==> src/chsec_pkg.sv <==
package chsec_pkg;

  // ****************************************
  // management addressing
  // ****************************************
  localparam logic [4:0] CHSEC_DEV_ADDR = 5'h1E;
  localparam logic [15:0] CHSEC_OFF_STATUS = 16'h000F;
  localparam logic [15:0] CHSEC_OFF_HS_CNT = 16'h0010;
  localparam logic [15:0] CHSEC_OFF_LN0_CNT = 16'h0011;
  localparam logic [15:0] CHSEC_OFF_LN1_CNT = 16'h0012;
  localparam logic [15:0] CHSEC_UNMAPPED_DATA = 16'h0000;

  // ****************************************
  // reset and clear values
  // ****************************************
  localparam logic [15:0] CHSEC_STATUS_RST = 16'h0000;
  localparam logic [15:0] CHSEC_HS_CNT_RST = 16'h0000;
  localparam logic [15:0] CHSEC_LN_CNT_RST = 16'hFFFD;
  localparam logic [15:0] CHSEC_CNT_CLEAR = 16'h0000;

  // ****************************************
  // status word layout
  // ****************************************
  localparam int CHSEC_BIT_LANE_ALIGN = 14;
  localparam int CHSEC_BIT_SIG_LOST = 13;
  localparam int CHSEC_BIT_AZ_DONE = 12;
  localparam int CHSEC_BIT_GAIN_LOCK = 11;
  localparam int CHSEC_BIT_HS_SYNC = 10;
  localparam int CHSEC_BIT_BAD_CODE = 8;
  localparam int CHSEC_BIT_TX_UNDER = 7;
  localparam int CHSEC_BIT_TX_OVER = 6;
  localparam int CHSEC_BIT_RX_UNDER = 5;
  localparam int CHSEC_BIT_RX_OVER = 4;
  localparam int CHSEC_BIT_LS_LOCK = 1;
  localparam int CHSEC_BIT_HS_LOCK = 0;
  localparam logic [15:0] CHSEC_LH_MASK = 16'h21F1;
  localparam logic [15:0] CHSEC_LL_MASK = 16'h5C02;

  // ****************************************
  // pattern select and frame timing
  // ****************************************
  localparam logic [2:0] CHSEC_PAT_SEL_MIN = 3'h5;
  localparam logic [5:0] CHSEC_PRE_LEN = 6'h20;
  localparam logic [5:0] CHSEC_HDR_BITS = 6'h0E;
  localparam logic [5:0] CHSEC_TA_BITS = 6'h02;
  localparam logic [5:0] CHSEC_DATA_BITS = 6'h10;
  localparam logic [1:0] CHSEC_ST_C45 = 2'h0;
  localparam logic [1:0] CHSEC_OP_ADDR = 2'h0;
  localparam logic [1:0] CHSEC_OP_WRITE = 2'h1;
  localparam logic [1:0] CHSEC_OP_READ_INC = 2'h2;
  localparam logic [1:0] CHSEC_OP_READ = 2'h3;

  typedef enum logic [3:0] {
    CHSEC_ST_PRE = 4'h1,
    CHSEC_ST_HDR = 4'h2,
    CHSEC_ST_TA = 4'h4,
    CHSEC_ST_DATA = 4'h8
  } chsec_state_e;

  typedef struct packed {
    chsec_state_e state;
    logic mdc_q;
    logic [5:0] cnt;
    logic [13:0] hdr;
    logic [15:0] addr;
    logic [15:0] shift;
    logic is_rd;
    logic is_addr;
    logic dout;
    logic oe_n;
    logic ber_clr;
  } chsec_mdio_s;

endpackage

==> src/chsec_latch_bit.sv <==
`timescale 1ns/1ps
module chsec_latch_bit #(
  parameter bit LATCH_HIGH = 1'b1
) (
  input wire logic core_clk,
  input wire logic rst,
  input wire logic ce,
  input wire logic live,
  input wire logic rd,
  output logic q
);
  import chsec_pkg::*;

  typedef struct packed {
    logic val;
  } chsec_latch_s;

  chsec_latch_s r_ff;
  chsec_latch_s nxt_r;

  // a read releases the hold; the live value seen in that cycle still counts
  always_comb begin
    nxt_r = r_ff;
    if (ce) begin
      if (rd) begin
        nxt_r.val = live;
      end else if (LATCH_HIGH) begin
        nxt_r.val = r_ff.val | live;
      end else begin
        nxt_r.val = r_ff.val & live;
      end
    end
  end

  always_ff @(posedge core_clk or posedge rst) begin
    if (rst) begin
      r_ff <= '0;
    end else begin
      r_ff <= nxt_r;
    end
  end

  assign q = r_ff.val;
endmodule

==> src/chsec_err_counter.sv <==
`timescale 1ns/1ps
module chsec_err_counter #(
  parameter int WIDTH = 16,
  parameter logic [WIDTH-1:0] RST_VAL = '0
) (
  input wire logic core_clk,
  input wire logic rst,
  input wire logic ce,
  input wire logic inc,
  input wire logic rd,
  output logic [WIDTH-1:0] q
);
  import chsec_pkg::*;

  typedef struct packed {
    logic [WIDTH-1:0] cnt;
  } chsec_cnt_s;

  localparam logic [WIDTH-1:0] CNT_MAX = '1;

  chsec_cnt_s r_ff;
  chsec_cnt_s nxt_r;

  always_comb begin
    nxt_r = r_ff;
    if (ce) begin
      if (rd) begin
        // error arriving with the read lands after the clear
        nxt_r.cnt = {{(WIDTH-1){1'b0}}, inc};
      end else if (inc && (r_ff.cnt != CNT_MAX)) begin
        nxt_r.cnt = r_ff.cnt + 1'b1;
      end
    end
  end

  always_ff @(posedge core_clk or posedge rst) begin
    if (rst) begin
      r_ff.cnt <= RST_VAL;
    end else begin
      r_ff <= nxt_r;
    end
  end

  assign q = r_ff.cnt;
endmodule

==> src/chsec_status_counters.sv <==
`timescale 1ns/1ps
// Functional notes
// - bit 14 lane aligned, latched low
// - bit 13 signal loss, latched high
// - bit 12 auto-zero done, latched low
// - bit 11 gain loop locked, latched low
// - bit 10 high side sync, latched low
// - bit 8 bad codeword, latched high
// - bits 7/6 transmit fifo under/overflow latched
// - bits 5/4 receive fifo under/overflow latched
// - bit 1 low side synth lock, latch-low
// - bit 0 high side synth lock, latch-high
// - high counter read clears external error byte
// - verify mode counts selected pattern errors
// - pseudo-random pin counts pattern errors
// - every counter clears when read
// - lane counters count bad codewords functionally
// - low verify mode counts lane pattern errors
// - lane counters at 0x11/0x12, reset 0xFFFD
// - status 0x0F, high counter 0x10, reset zero
// - high verify active only while enabled
// - low verify active only while enabled
module chsec_status_counters #(
  parameter logic [4:0] PORT_ADDR = 5'h00,
  parameter int LANES = 2
) (
  input wire logic core_clk,
  input wire logic rst,
  input wire logic ce,
  input wire logic mdc,
  input wire logic mdio_in,
  output logic mdio_out,
  output logic mdio_oe_n,
  input wire logic low_side_lane_aligned,
  input wire logic high_side_signal_lost,
  input wire logic auto_zero_complete,
  input wire logic gain_loop_locked,
  input wire logic high_side_sync_achieved,
  input wire logic high_side_bad_codeword,
  input wire logic tx_ctc_underflow,
  input wire logic tx_ctc_overflow,
  input wire logic rx_ctc_underflow,
  input wire logic rx_ctc_overflow,
  input wire logic low_side_synth_locked,
  input wire logic high_side_synth_locked,
  input wire logic high_side_pattern_check_on,
  input wire logic [2:0] hs_pattern_sel,
  input wire logic hs_pattern_error,
  input wire logic pseudo_random_test_pin,
  input wire logic low_side_pattern_check_on,
  input wire logic [2:0] ls_pattern_sel,
  input wire logic [LANES-1:0] lane_bad_codeword,
  input wire logic [LANES-1:0] lane_pattern_error,
  output logic hs_ber_clear
);
  import chsec_pkg::*;

  // ****************************************
  // state and decode signals
  // ****************************************
  localparam chsec_mdio_s MDIO_RST = '{
    state: CHSEC_ST_PRE, mdc_q: 1'b0, cnt: 6'h00, hdr: 14'h0000, addr: 16'h0000,
    shift: 16'h0000, is_rd: 1'b0, is_addr: 1'b0, dout: 1'b0, oe_n: 1'b1, ber_clr: 1'b0};
  chsec_mdio_s r_ff;
  chsec_mdio_s nxt_r;
  logic mdc_rise;
  logic [13:0] hdr_shifted;
  logic [1:0] hdr_st;
  logic [1:0] hdr_op;
  logic hdr_mine;
  logic [15:0] rd_word;
  logic rd_status;
  logic rd_hs;
  logic [LANES-1:0] rd_lane;
  logic [15:0] status_live;
  logic [15:0] status_q;
  logic hs_err;
  logic hs_pat_valid;
  logic ls_pat_valid;
  logic [LANES-1:0] lane_err;
  logic [15:0] hs_cnt;
  logic [15:0] lane_cnt [LANES];

  // ****************************************
  // status word
  // ****************************************
  // reserved positions stay zero so they read back as zero
  always_comb begin
    status_live = CHSEC_STATUS_RST;
    status_live[CHSEC_BIT_LANE_ALIGN] = low_side_lane_aligned;
    status_live[CHSEC_BIT_SIG_LOST] = high_side_signal_lost;
    status_live[CHSEC_BIT_AZ_DONE] = auto_zero_complete;
    status_live[CHSEC_BIT_GAIN_LOCK] = gain_loop_locked;
    status_live[CHSEC_BIT_HS_SYNC] = high_side_sync_achieved;
    status_live[CHSEC_BIT_BAD_CODE] = high_side_bad_codeword;
    status_live[CHSEC_BIT_TX_UNDER] = tx_ctc_underflow;
    status_live[CHSEC_BIT_TX_OVER] = tx_ctc_overflow;
    status_live[CHSEC_BIT_RX_UNDER] = rx_ctc_underflow;
    status_live[CHSEC_BIT_RX_OVER] = rx_ctc_overflow;
    status_live[CHSEC_BIT_LS_LOCK] = low_side_synth_locked;
    status_live[CHSEC_BIT_HS_LOCK] = high_side_synth_locked;
  end
  for (genvar i = 0; i < 16; i++) begin : g_status
    if (CHSEC_LH_MASK[i] || CHSEC_LL_MASK[i]) begin : g_latch
      chsec_latch_bit #(
        .LATCH_HIGH(CHSEC_LH_MASK[i])
      ) u_bit (
        .core_clk(core_clk),
        .rst(rst),
        .ce(ce),
        .live(status_live[i]),
        .rd(rd_status),
        .q(status_q[i])
      );
    end else begin : g_zero
      assign status_q[i] = 1'b0;
    end
  end

  // ****************************************
  // error counters
  // ****************************************
  // in verify mode with the pseudo-random pin low, unlisted select codes have no checker, so nothing is counted then
  assign hs_pat_valid = hs_pattern_sel >= CHSEC_PAT_SEL_MIN;
  assign ls_pat_valid = ls_pattern_sel >= CHSEC_PAT_SEL_MIN;
  always_comb begin
    if (pseudo_random_test_pin) begin
      hs_err = hs_pattern_error;
    end else if (high_side_pattern_check_on) begin
      hs_err = hs_pat_valid && hs_pattern_error;
    end else begin
      hs_err = high_side_bad_codeword;
    end
  end
  chsec_err_counter #(
    .WIDTH(16),
    .RST_VAL(CHSEC_HS_CNT_RST)
  ) u_hs_cnt (
    .core_clk(core_clk),
    .rst(rst),
    .ce(ce),
    .inc(hs_err),
    .rd(rd_hs),
    .q(hs_cnt)
  );
  for (genvar l = 0; l < LANES; l++) begin : g_lane
    assign lane_err[l] = low_side_pattern_check_on ?
      (ls_pat_valid && lane_pattern_error[l]) : lane_bad_codeword[l];
    chsec_err_counter #(
      .WIDTH(16),
      .RST_VAL(CHSEC_LN_CNT_RST)
    ) u_lane_cnt (
      .core_clk(core_clk),
      .rst(rst),
      .ce(ce),
      .inc(lane_err[l]),
      .rd(rd_lane[l]),
      .q(lane_cnt[l])
    );
  end

  // ****************************************
  // register read decode
  // ****************************************
  always_comb begin
    case (r_ff.addr)
      CHSEC_OFF_STATUS: rd_word = status_q;
      CHSEC_OFF_HS_CNT: rd_word = hs_cnt;
      CHSEC_OFF_LN0_CNT: rd_word = lane_cnt[0];
      CHSEC_OFF_LN1_CNT: rd_word = lane_cnt[1];
      default: rd_word = CHSEC_UNMAPPED_DATA;
    endcase
  end
  assign mdc_rise = mdc && !r_ff.mdc_q;
  assign hdr_shifted = {r_ff.hdr[12:0], mdio_in};
  assign hdr_st = hdr_shifted[13:12];
  assign hdr_op = hdr_shifted[11:10];
  assign hdr_mine = (hdr_st == CHSEC_ST_C45) && (hdr_shifted[9:5] == PORT_ADDR)
    && (hdr_shifted[4:0] == CHSEC_DEV_ADDR);

  // ****************************************
  // management frame engine
  // ****************************************
  // read data moves just after a sampled mdc rise, so it holds a full mdc period
  always_comb begin
    nxt_r = r_ff;
    rd_status = 1'b0;
    rd_hs = 1'b0;
    rd_lane = '0;
    if (ce) begin
      nxt_r.mdc_q = mdc;
      nxt_r.ber_clr = 1'b0;
      if (mdc_rise) begin
        case (r_ff.state)
          CHSEC_ST_PRE: begin
            if (mdio_in) begin
              if (r_ff.cnt != CHSEC_PRE_LEN) begin
                nxt_r.cnt = r_ff.cnt + 6'h01;
              end
            end else if (r_ff.cnt == CHSEC_PRE_LEN) begin
              nxt_r.state = CHSEC_ST_HDR;
              nxt_r.hdr = hdr_shifted;
              nxt_r.cnt = 6'h01;
            end else begin
              nxt_r.cnt = 6'h00;
            end
          end
          CHSEC_ST_HDR: begin
            nxt_r.hdr = hdr_shifted;
            nxt_r.cnt = r_ff.cnt + 6'h01;
            if (r_ff.cnt == CHSEC_HDR_BITS - 6'h01) begin
              nxt_r.cnt = 6'h00;
              nxt_r.is_rd = 1'b0;
              nxt_r.is_addr = 1'b0;
              if (hdr_st != CHSEC_ST_C45) begin
                nxt_r.state = CHSEC_ST_PRE;
              end else begin
                nxt_r.state = CHSEC_ST_TA;
                if (hdr_mine && (hdr_op == CHSEC_OP_READ || hdr_op == CHSEC_OP_READ_INC)) begin
                  // word is captured here, so the side effects hit this value
                  nxt_r.is_rd = 1'b1;
                  nxt_r.shift = rd_word;
                  rd_status = r_ff.addr == CHSEC_OFF_STATUS;
                  rd_hs = r_ff.addr == CHSEC_OFF_HS_CNT;
                  rd_lane[0] = r_ff.addr == CHSEC_OFF_LN0_CNT;
                  rd_lane[1] = r_ff.addr == CHSEC_OFF_LN1_CNT;
                  nxt_r.ber_clr = r_ff.addr == CHSEC_OFF_HS_CNT;
                  if (hdr_op == CHSEC_OP_READ_INC) begin
                    nxt_r.addr = r_ff.addr + 16'h0001;
                  end
                end else if (hdr_mine && hdr_op == CHSEC_OP_ADDR) begin
                  nxt_r.is_addr = 1'b1;
                end
              end
            end
          end
          CHSEC_ST_TA: begin
            nxt_r.cnt = r_ff.cnt + 6'h01;
            if (r_ff.is_rd && r_ff.cnt == 6'h00) begin
              nxt_r.dout = 1'b0;
              nxt_r.oe_n = 1'b0;
            end
            if (r_ff.cnt == CHSEC_TA_BITS - 6'h01) begin
              nxt_r.state = CHSEC_ST_DATA;
              nxt_r.cnt = 6'h00;
              if (r_ff.is_rd) begin
                nxt_r.dout = r_ff.shift[15];
                nxt_r.shift = {r_ff.shift[14:0], 1'b0};
              end
            end
          end
          CHSEC_ST_DATA: begin
            nxt_r.cnt = r_ff.cnt + 6'h01;
            if (r_ff.is_rd) begin
              nxt_r.dout = r_ff.shift[15];
              nxt_r.shift = {r_ff.shift[14:0], 1'b0};
            end else begin
              nxt_r.shift = {r_ff.shift[14:0], mdio_in};
            end
            if (r_ff.cnt == CHSEC_DATA_BITS - 6'h01) begin
              nxt_r.state = CHSEC_ST_PRE;
              nxt_r.cnt = 6'h00;
              nxt_r.oe_n = 1'b1;
              nxt_r.dout = 1'b0;
              nxt_r.is_rd = 1'b0;
              // writes to this group are dropped: every register is read-only
              if (r_ff.is_addr) begin
                nxt_r.addr = {r_ff.shift[14:0], mdio_in};
              end
            end
          end
          default: begin
            nxt_r = MDIO_RST;
          end
        endcase
      end
    end
  end
  always_ff @(posedge core_clk or posedge rst) begin
    if (rst) begin
      r_ff <= MDIO_RST;
    end else begin
      r_ff <= nxt_r;
    end
  end
  assign mdio_out = r_ff.dout;
  assign mdio_oe_n = r_ff.oe_n;
  assign hs_ber_clear = r_ff.ber_clr;
endmodule

==> config.mk <==
export PLATFORM = sky130hd
export DESIGN_NAME = chsec_status_counters
export DESIGN_NICKNAME = d
export VERILOG_FILES = /design/src/chsec_pkg.sv /design/src/chsec_latch_bit.sv /design/src/chsec_err_counter.sv /design/src/chsec_status_counters.sv
export SDC_FILE = /design/constraint.sdc
export NUM_CORES = 1
export LEC_CHECK = 0
export BUFFER_PORTS_ARGS = -buffer_cell sky130_fd_sc_hd__buf_2
export CORE_MARGIN = 2
export CORE_UTILIZATION = 63
export CTS_CLUSTER_DIAMETER = 60
export DETAILED_ROUTE_END_ITERATION = 12
export PLACE_DENSITY = 0.94
export SETUP_SLACK_MARGIN = 0.2
export SYNTH_ARGS = -nofsm -noshare
export SYNTH_HDL_FRONTEND = slang
export SYNTH_SLANG_ARGS = --single-unit
==> constraint.sdc <==
create_clock -name core_clk -period 12 [get_ports core_clk]
set_input_delay 2.4 -clock core_clk [delete_from_list [all_inputs] [get_ports core_clk]]
set_output_delay 2.4 -clock core_clk [all_outputs]
set_load 0.01 [all_outputs]
# Word level (Yosys, flattened, before mapping)
# Cells that the tools add are included.
# op_classes
add_sub_neg	5
magnitude_cmp	2
n_eq_ne	32
mux	82
bitwise_logic	17
reduce_logical	39
# ops
cell	n
2-to-1 mux 16 bit	11
case mux 16 bit (4 select lines)	2
2-to-1 mux 34 bit	2
adder 16 x 1 -> 16 bit (second input constant)	4
2-to-1 mux 58 bit	1
equality test 16 x 5 -> 1 bit (second input constant)	3
inequality test 16 bit (second input constant)	3
case mux 16 bit (3 select lines)	1
case mux 14 bit (3 select lines)	1
2-to-1 mux 1 bit	37
2-to-1 mux 33 bit	1
2-to-1 mux 6 bit	5
2-to-1 mux 14 bit	2
case mux 6 bit (4 select lines)	1
inequality test 2 bit (second input constant)	11
2-to-1 mux 4 bit	5
equality test 16 x 4 -> 1 bit (second input constant)	1
2-to-1 mux 2 bit	8
case mux 4 bit (4 select lines)	1
AND reduction 5 bit	3
equality test 6 x 4 -> 1 bit (second input constant)	2
logical AND 1 bit	12
AND reduction 9 bit	1
AND reduction 4 bit	2
32 further kinds	57
# word_totals
regBits	122
in_bits	31
out_inout_bits	3
elab_cells	203

# Depth between registers and ports, before layout
# Gate-level depths: netlist (run 1).
# logic_depth
word_depth	12
depth_mapped	10
ltp_nobuf	8

# By module
# Synthesis (run 1) repeated with hierarchy kept, for this count alone.
# unflattened
cells_unflattened	904
hier_area_um2	7923.8
# by_module_without_submodules
module	instances	cells_per_inst	area_per_inst_um2	seq_area_each_um2
chsec_status_counters	1	470	4096.4	1529.0
chsec_err_counter at g_lane[0].u_lane_cnt ...	2	127	1114.8	419.2
chsec_err_counter at u_hs_cnt	1	127	1096.1	400.4
chsec_latch_bit at g_status[0].g_latch.u_bit ...	7	4	41.3	25.0
chsec_latch_bit at g_status[10].g_latch.u_bit ...	5	5	42.5	25.0

# Worst setup path before layout (run 1)
# OpenSTA, ideal clock, no wires.
# synth_timing
path_type	input-to-reg
from	input mdio_in
to	register r_ff[31] in the netlist's numbering
setup_ns	0.121
t_arrival_ns	3.950
setup_slack_ns	7.929
cell_stages	7
path_cell_list	or2_2 nor4_2 o211ai_1 nor3_2 buf_4 a21bo_1 a22o_1
# synth_between
elab_chain_len	5
# synth_rtl
item	line_no	text
start: declaration	chsec_status_counters.sv:31	input wire logic mdio_in,
equality test 5 bit	chsec_status_counters.sv:179	&& (hdr_shifted[4:0] == CHSEC_DEV_ADDR);
logical AND 1 bit	chsec_status_counters.sv:179	
logical AND 1 bit	chsec_status_counters.sv:219	if (hdr_mine && (hdr_op == CHSEC_OP_READ || hdr_op == CHSEC_OP_READ_INC)) begin
inequality test 2 bit (no source line)	-	
AND reduction 9 bit (no source line)	-	
end signal: assignment	chsec_status_counters.sv:283	r_ff <= nxt_r;
end: declaration	chsec_status_counters.sv:64	chsec_mdio_s r_ff;
# No other way between the ends.
# A chain may end at the register's enable or synchronous reset.

# Worst setup path after layout (run 1)
# layout_timing
from	input mdio_in
to	register g_lane[1].u_lane_cnt.r_ff (netlist bit g_lane[1].u_lane_cnt.q[0])
# layout_between
elab_chain_len	11
# layout_rtl
item	line_no	text
equality test 5 bit (*)	chsec_status_counters.sv:179	
logical AND 1 bit (*)	chsec_status_counters.sv:179	
logical AND 1 bit (*)	chsec_status_counters.sv:219	
2-to-1 mux 2 bit (*)	chsec_status_counters.sv:219	
2-to-1 mux 2 bit (*)	chsec_status_counters.sv:215	if (hdr_st != CHSEC_ST_C45) begin
2-to-1 mux 2 bit (*)	chsec_status_counters.sv:211	if (r_ff.cnt == CHSEC_HDR_BITS - 6'h01) begin
2-to-1 mux 2 bit (*)	chsec_status_counters.sv:194	case (r_ff.state)
2-to-1 mux 2 bit (*)	chsec_status_counters.sv:193	if (mdc_rise) begin
2-to-1 mux 2 bit (*)	chsec_status_counters.sv:190	if (ce) begin
nonzero test 2 bit (no source line)	-	
AND reduction 2 bit (no source line)	-	
end signal: assignment	chsec_err_counter.sv:40	r_ff <= nxt_r;
end: declaration	chsec_err_counter.sv:21	chsec_cnt_s r_ff;
# Every way passes the cells marked *; elsewhere a longest branch is shown, timed or not.

==> results.sh, run 1 <==
export IMPL_place_inst=895
export IMPL_insertion_delay_ns=0.54
export IMPL_area_growth_syn_to_layout_pct=11.6
export IMPL_die_w_microns=109
export IMPL_die_h_microns=109
export IMPL_worst_slew_pin_transition_ns=1.29
export IMPL_synth_edf_count=0
export IMPL_clock_skew_ns=0.00737
export IMPL_min_period_over_period=0.374
export IMPL_synth_top_cell_by_area="dfrtp_1"
export IMPL_detailedRoute_firstPassIterationCount=6
export IMPL_drv_max_cap_violation_count=0
export IMPL_synth_mux_area_fraction=0.00919
export IMPL_required_ns=12.46
export IMPL_postCtsSetupRepairBufs=0
export IMPL_leakage_power_nw=3.22
export IMPL_synth_area_leaders="dfrtp_1, dfstp_2, nand2_1"
export IMPL_max_clock_freq_mhz=223
export IMPL_drt_antenna_violating_nets=0
export IMPL_core_region_area_sq_um=10800
export IMPL_nature_of_the_critical_path_endpoint="flip-flop"
export IMPL_synth_compound_area_frac=0.190
export IMPL_cts_buffers_inserted=17
export IMPL_setup_tns_final_ns=0
export IMPL_synthCells=749
export IMPL_cts_hold_buffers_added=0
export IMPL_grtUsageTotal=0.317
export IMPL_clock_pin_transition_on_the_worst_setup_and_hold_timing_paths_ns=0.06
export IMPL_timing_critical_path_slowest_stage_cell="nor3_2"
export IMPL_via_per_inst=6.77
export IMPL_grt_setup_unrepaired="no"
export IMPL_yosysTopAreaCellShare=0.321
export IMPL_buffer_ports_inserted=33
export IMPL_synth_nets=790
export IMPL_avgSynthCellArea_sq_um=9.27
export IMPL_avgRoutedWirePerCell_microns=18.9
export IMPL_ys_async_sr_fraction=1.00
export IMPL_ir_drop_mv=0.101
export IMPL_worstPathCellList="buf_2 > or2_2 > nor4_2 > nand2_2 > nor3_2 > nor2_1 > a21oi_1"
export IMPL_synth_cell_types=75
export IMPL_initialDrtViolationCount=838
export IMPL_largest_family_of_logic_cells_by_synthesized_area="simple AND/OR/NAND/NOR gates"
export IMPL_met1Wirelength_mm=6.78
export IMPL_crit_fanout=26
export IMPL_design_die_area_sq_um=11900
export IMPL_worst_slew_margin_rel=0.142
export IMPL_initial_core_util=0.643
export IMPL_highest_signal_layer="met4"
export IMPL_synth_xor_xnor_area_share=0.0555
export IMPL_grt_start_max_net_pins=77
export IMPL_synthSimpleGateAreaFrac=0.252
export IMPL_cp_start_kind="input port"
export IMPL_synth_seq_cells=121
export IMPL_run_status="completed"
export IMPL_cell_area_after_synthesis_sq_um=6940
export IMPL_cts_resized=0
export IMPL_top_level_ports=34
export IMPL_layout_cells_non_filler=927
export IMPL_cts_sinks=121
export IMPL_dp_hpwl_mm=11.9
export IMPL_num_vias=6276
export IMPL_antenna_diode_count=0
export IMPL_finalWorstPathRequiredPeriod_ns=4.48
export IMPL_place_gp_congestion=0.919
export IMPL_grt_pass1_wl_mm=28.9
export IMPL_final_hold_vio_count=0
export IMPL_synthesis_yosys_warnings=0
export IMPL_setup_ws_ns=7.52
export IMPL_detailedPlace_worstSlack_ns=7.01
export IMPL_dr_wl_met2_mm=8.42
export IMPL_drive_gt1_frac=0.159
export IMPL_slew_violations=0
export IMPL_routed_wirelength_mm=17.5
export IMPL_yosys_area_share_adder=0.0180
export IMPL_critPathKind="in -> reg"
export IMPL_worst_hold_path_type="reg -> reg"
export IMPL_finalSetupViolations=0
export IMPL_tritoncts="done"
export IMPL_synth_top_flop_cell="dfrtp_1"
export IMPL_fin_util=0.718
export IMPL_grt_overflow=0
export IMPL_vias_in_the_first_global_route=5837
export IMPL_route_detailed_drc=0
export IMPL_cts_root_buf="clkbuf_8"
export IMPL_final_nets=815
export IMPL_antenna_found_initial=0
export IMPL_filler_cell_count=725
export IMPL_max_clock_path_buffers=2
export IMPL_synth_seq_area_share=0.442
export IMPL_wl_met3_mm=1.69
export IMPL_rows=38
export IMPL_powerDensity_nw_per_um2=196
export IMPL_htree_num_levels=4
export IMPL_max_stage_delay_ns=1.01
export IMPL_crit_path_arrival_time_ns=4.94
metrics by stage:
stage          power (mW)  instance area, sq um  hold WS (ns)
2_1_floorplan       0.893                  6940         0.461
3_3_place_gp        0.977                  7170         0.460
3_5_place_dp         1.01                  7170         0.463
4_1_cts              1.51                  7740         0.477
5_1_grt              1.60                  7740         0.506
6_report             1.52                  7740         0.475
path summary, 6_finish.rpt:
check                             startpoint                     endpoint  slack [ns]  cells after the start
worst max-delay path                 mdio_in    g_lane[1].u_lane_cnt.q[0]        7.52                      7
worst min-delay path            hs_ber_clear                 hs_ber_clear        0.47                      1
worst max register to register      r_ff[33]                     r_ff[15]        8.65                      6
worst min register to register  hs_ber_clear                 hs_ber_clear        0.47                      1
max in group asynchronous                rst  g_status[4].g_latch.u_bit.q        8.75                      3
min in group asynchronous                rst               hdr_shifted[7]        1.92                      2
Yosys cell counts (all sizes together), types with 10 or more instances:
master  number
nand2       92
clkbuf      14
nor4        15
inv         18
buf         18
ha          10
nor3        25
nand3       29
a22oi       34
a22o        20
nor2        85
a21oi       34
o21ai       43
nand4       19
xor2        25
and3        14
dfstp       32
dfrtp       89
xnor2       19
critical path, delay by kind of cell:
kind                   cells  cell delay [ns]
AO/OA/AOI/OAI              1             0.17
buffers and inverters      1             0.15
AND/OR/NAND/NOR            5             2.22
cell families (layout without fill, tap and decap cells):
| logic type | Yosys count | count (layout) |
|---|---|---|
| adders and majority gates | 10 | 10 |
| DFF | 121 | 121 |
| buffers and inverters | 51 | 89 |
| AOI/OAI and AO/OA | 190 | 190 |
| xor gates and xnor gates | 44 | 44 |
| and+or+nand+nor | 327 | 327 |
| muxes | 6 | 6 |
final cells by class:
type	count	area [sq um]	share of cell area
well taps	140	175	0.0226
clock buffers	19	432	0.0557
inverters	19	73.8	0.00953
repair buffers	38	203	0.0262
clock inverters	13	145	0.0187
multi-input cells	577	3650	0.471
flip-flops and latches	121	3070	0.396
power by group:
group | total, mW | switching [mW] | internal [mW]
Clock | 0.496 | 0.193 | 0.302
Sequential | 0.649 | 0.131 | 0.518
Combinational | 0.375 | 0.229 | 0.146
cell usage in the layout, fill, tap and decap left out, types with 9 or more instances in the layout:
cell type  instances
nand4_1           19
ha_1              10
clkbuf_16         16
o21ai_1           14
o21ai_0           29
and3_1            14
xnor2_1           19
nand3_1           29
a22oi_1           34
xor2_1            25
nor2_1            84
a22o_1            20
inv_1             17
nor3_1            21
nor4_1             9
buf_2             33
dfstp_2           32
o31ai_1            9
nand2_1           91
a21oi_1           33
dfrtp_1           89
state kept, by name, summed over array words and instances (netlist names):
register and cells:
hdr_shifted 11, g_lane.u_lane_cnt.q 32, mdio_out 1, r_ff 45, mdio_oe_n 1, u_hs_cnt.q 16, g_status.g_latch.u_bit.q 12, hs_ber_clear 1
hdr_op 2
per-layer routing:
metal / global-route usage / vias up
met5: 0 / -
met4: 0.130 / 0
met3: 0.0795 / 71
met2: 0.501 / 392
met1: 0.419 / 3001
li1: - / 2812
(Power assumes the default switching activity.)
==> run 2: changes to the inputs <==
Settings changed: CORE_UTILIZATION 63 to 62, PLACE_DENSITY 0.94 to 0.92.
Clock period 12 ns to 4.3 ns, I/O delays scaled along.
==> results.sh, run 2 (synthesis results as in run 1) <==
export IMPL_route_detailed_drc=0
export IMPL_htree_num_levels=4
export IMPL_worstPathCellList="or4_1 > nor4_4 > nor4_1 > nor2_2 > a22oi_1 > a21oi_1"
export IMPL_leakage_power_nw=3.25
export IMPL_filler_cell_count=734
export IMPL_cts_hold_buffers_added=0
export IMPL_finalSetupViolations=0
export IMPL_most_common_library_cell_in_the_layout_ignoring_fill_and_taps="nand2_1"
export IMPL_setup_tns_final_ns=0
export IMPL_antenna_found_initial=0
export IMPL_clock_skew_ns=0.00903
export IMPL_worst_hold_path_type="reg -> reg"
export IMPL_registers_top_by_ff_count="r_ff"
export IMPL_die_w_microns=110
export IMPL_max_clock_path_buffers=2
export IMPL_slew_violations=0
export IMPL_clock_pin_transition_on_the_worst_setup_and_hold_timing_paths_ns=0.06
export IMPL_grt_start_max_net_pins=82
export IMPL_insertion_delay_ns=0.54
export IMPL_avgRoutedWirePerCell_microns=19.4
export IMPL_place_gp_congestion=0.908
export IMPL_largest_reg_flops=45
export IMPL_die_h_microns=110
export IMPL_ir_drop_mv=0.499
export IMPL_overall_power_mw=4.23
export IMPL_rows=38
export IMPL_sum_of_buffers_and_inverters_on_the_critical_path=0
export IMPL_timing_critical_path_max_delay_family="simple AND/OR/NAND/NOR gates"
export IMPL_timing_critical_path_slowest_stage_cell="nor4_4"
export IMPL_crit_path_arrival_time_ns=3.59
export IMPL_cp_start_kind="flip-flop"
export IMPL_detailedRoute_firstPassIterationCount=7
export IMPL_design_die_area_sq_um=12100
export IMPL_mostFrequentLayoutCells="nand2_1, dfrtp_1, nor2_1"
export IMPL_drive_gt1_frac=0.166
export IMPL_layout_cells_non_filler=935
export IMPL_place_inst=903
export IMPL_cts_sinks=121
export IMPL_drv_max_cap_violation_count=0
export IMPL_initialDrtViolationCount=743
export IMPL_nature_of_the_critical_path_endpoint="flip-flop"
export IMPL_grtUsageTotal=0.328
export IMPL_buffer_ports_inserted=33
export IMPL_vias_in_the_first_global_route=6098
export IMPL_grt_overflow=0
export IMPL_cts_buffers_inserted=17
export IMPL_finalWorstPathRequiredPeriod_ns=3.13
export IMPL_cts_root_buf="clkbuf_8"
export IMPL_top_level_ports=34
export IMPL_run_status="completed"
export IMPL_required_ns=4.76
export IMPL_tritoncts="done"
export IMPL_min_period_over_period=0.728
export IMPL_powerDensity_nw_per_um2=542
export IMPL_grt_setup_unrepaired="no"
export IMPL_max_stage_delay_ns=0.86
export IMPL_worst_slew_pin_transition_ns=1.04
export IMPL_grt_pass1_wl_mm=30.2
export IMPL_worst_slew_margin_rel=0.299
export IMPL_antenna_diode_count=0
export IMPL_max_clock_freq_mhz=319
export IMPL_cts_resized=0
export IMPL_drt_antenna_violating_nets=0
export IMPL_initial_core_util=0.637
export IMPL_core_region_area_sq_um=10900
export IMPL_postCtsSetupRepairBufs=0
export IMPL_final_hold_vio_count=0
export IMPL_dp_hpwl_mm=12.4
export IMPL_critPathKind="reg -> reg"
export IMPL_final_nets=823
export IMPL_crit_fanout=13
export IMPL_num_vias=6240
export IMPL_via_per_inst=6.67
export IMPL_routed_wirelength_mm=18.1
export IMPL_area_growth_syn_to_layout_pct=12.3
-- run 2: stage by stage --
step           worst slack (ns)  area (sq um)  utilization  hold slack [ns]
6_report                   1.17          7790        0.716            0.492
5_1_grt                    1.10          7790        0.716            0.507
4_1_cts                    1.26          7790        0.716            0.492
3_5_place_dp              0.986          7230        0.664            0.479
3_3_place_gp               1.16          7230        0.664            0.459
2_1_floorplan             0.279          6940            -            0.461
-- run 2: worst paths after layout --
check	slack, ns	endpoint	depth (start not counted)	startpoint
max in group asynchronous	2.81	mdio_oe_n	3	rst
hold reg to reg	0.49	g_status[11].g_latch.u_bit.q	1	g_status[11].g_latch.u_bit.q
min in group asynchronous	0.54	hdr_shifted[8]	2	rst
setup reg to reg	1.17	r_ff[15]	6	r_ff[33]
setup / recovery	1.17	r_ff[15]	6	r_ff[33]
hold / removal	0.49	g_status[11].g_latch.u_bit.q	1	g_status[11].g_latch.u_bit.q
-- run 2: layout make-up --
cell class	instances	area, sq um	share of cell area
multi-input cells	577	3650	0.468
flip-flops and latches	121	3070	0.394
clock buffers	23	477	0.0612
repair buffers	46	263	0.0337
well taps	140	175	0.0225
clock inverters	9	90.1	0.0116
inverters	19	73.8	0.00947
-- run 2: where the power goes --
| group | internal [mW] | total, mW | switching, mW |
|---|---|---|---|
| Sequential | 1.45 | 1.81 | 0.370 |
| Combinational | 0.419 | 1.06 | 0.637 |
| Clock | 0.829 | 1.36 | 0.527 |
| Total | 2.69 | 4.23 | 1.53 |
-- run 2: metal layers --
layer  track usage  up-vias  routed length [microns]
met4         0.141        0                      747
met3        0.0836       75                     1470
li1              -     2838                        -
met2         0.521      374                     8720
met1         0.425     2953                     7160
met5             0        -                        0
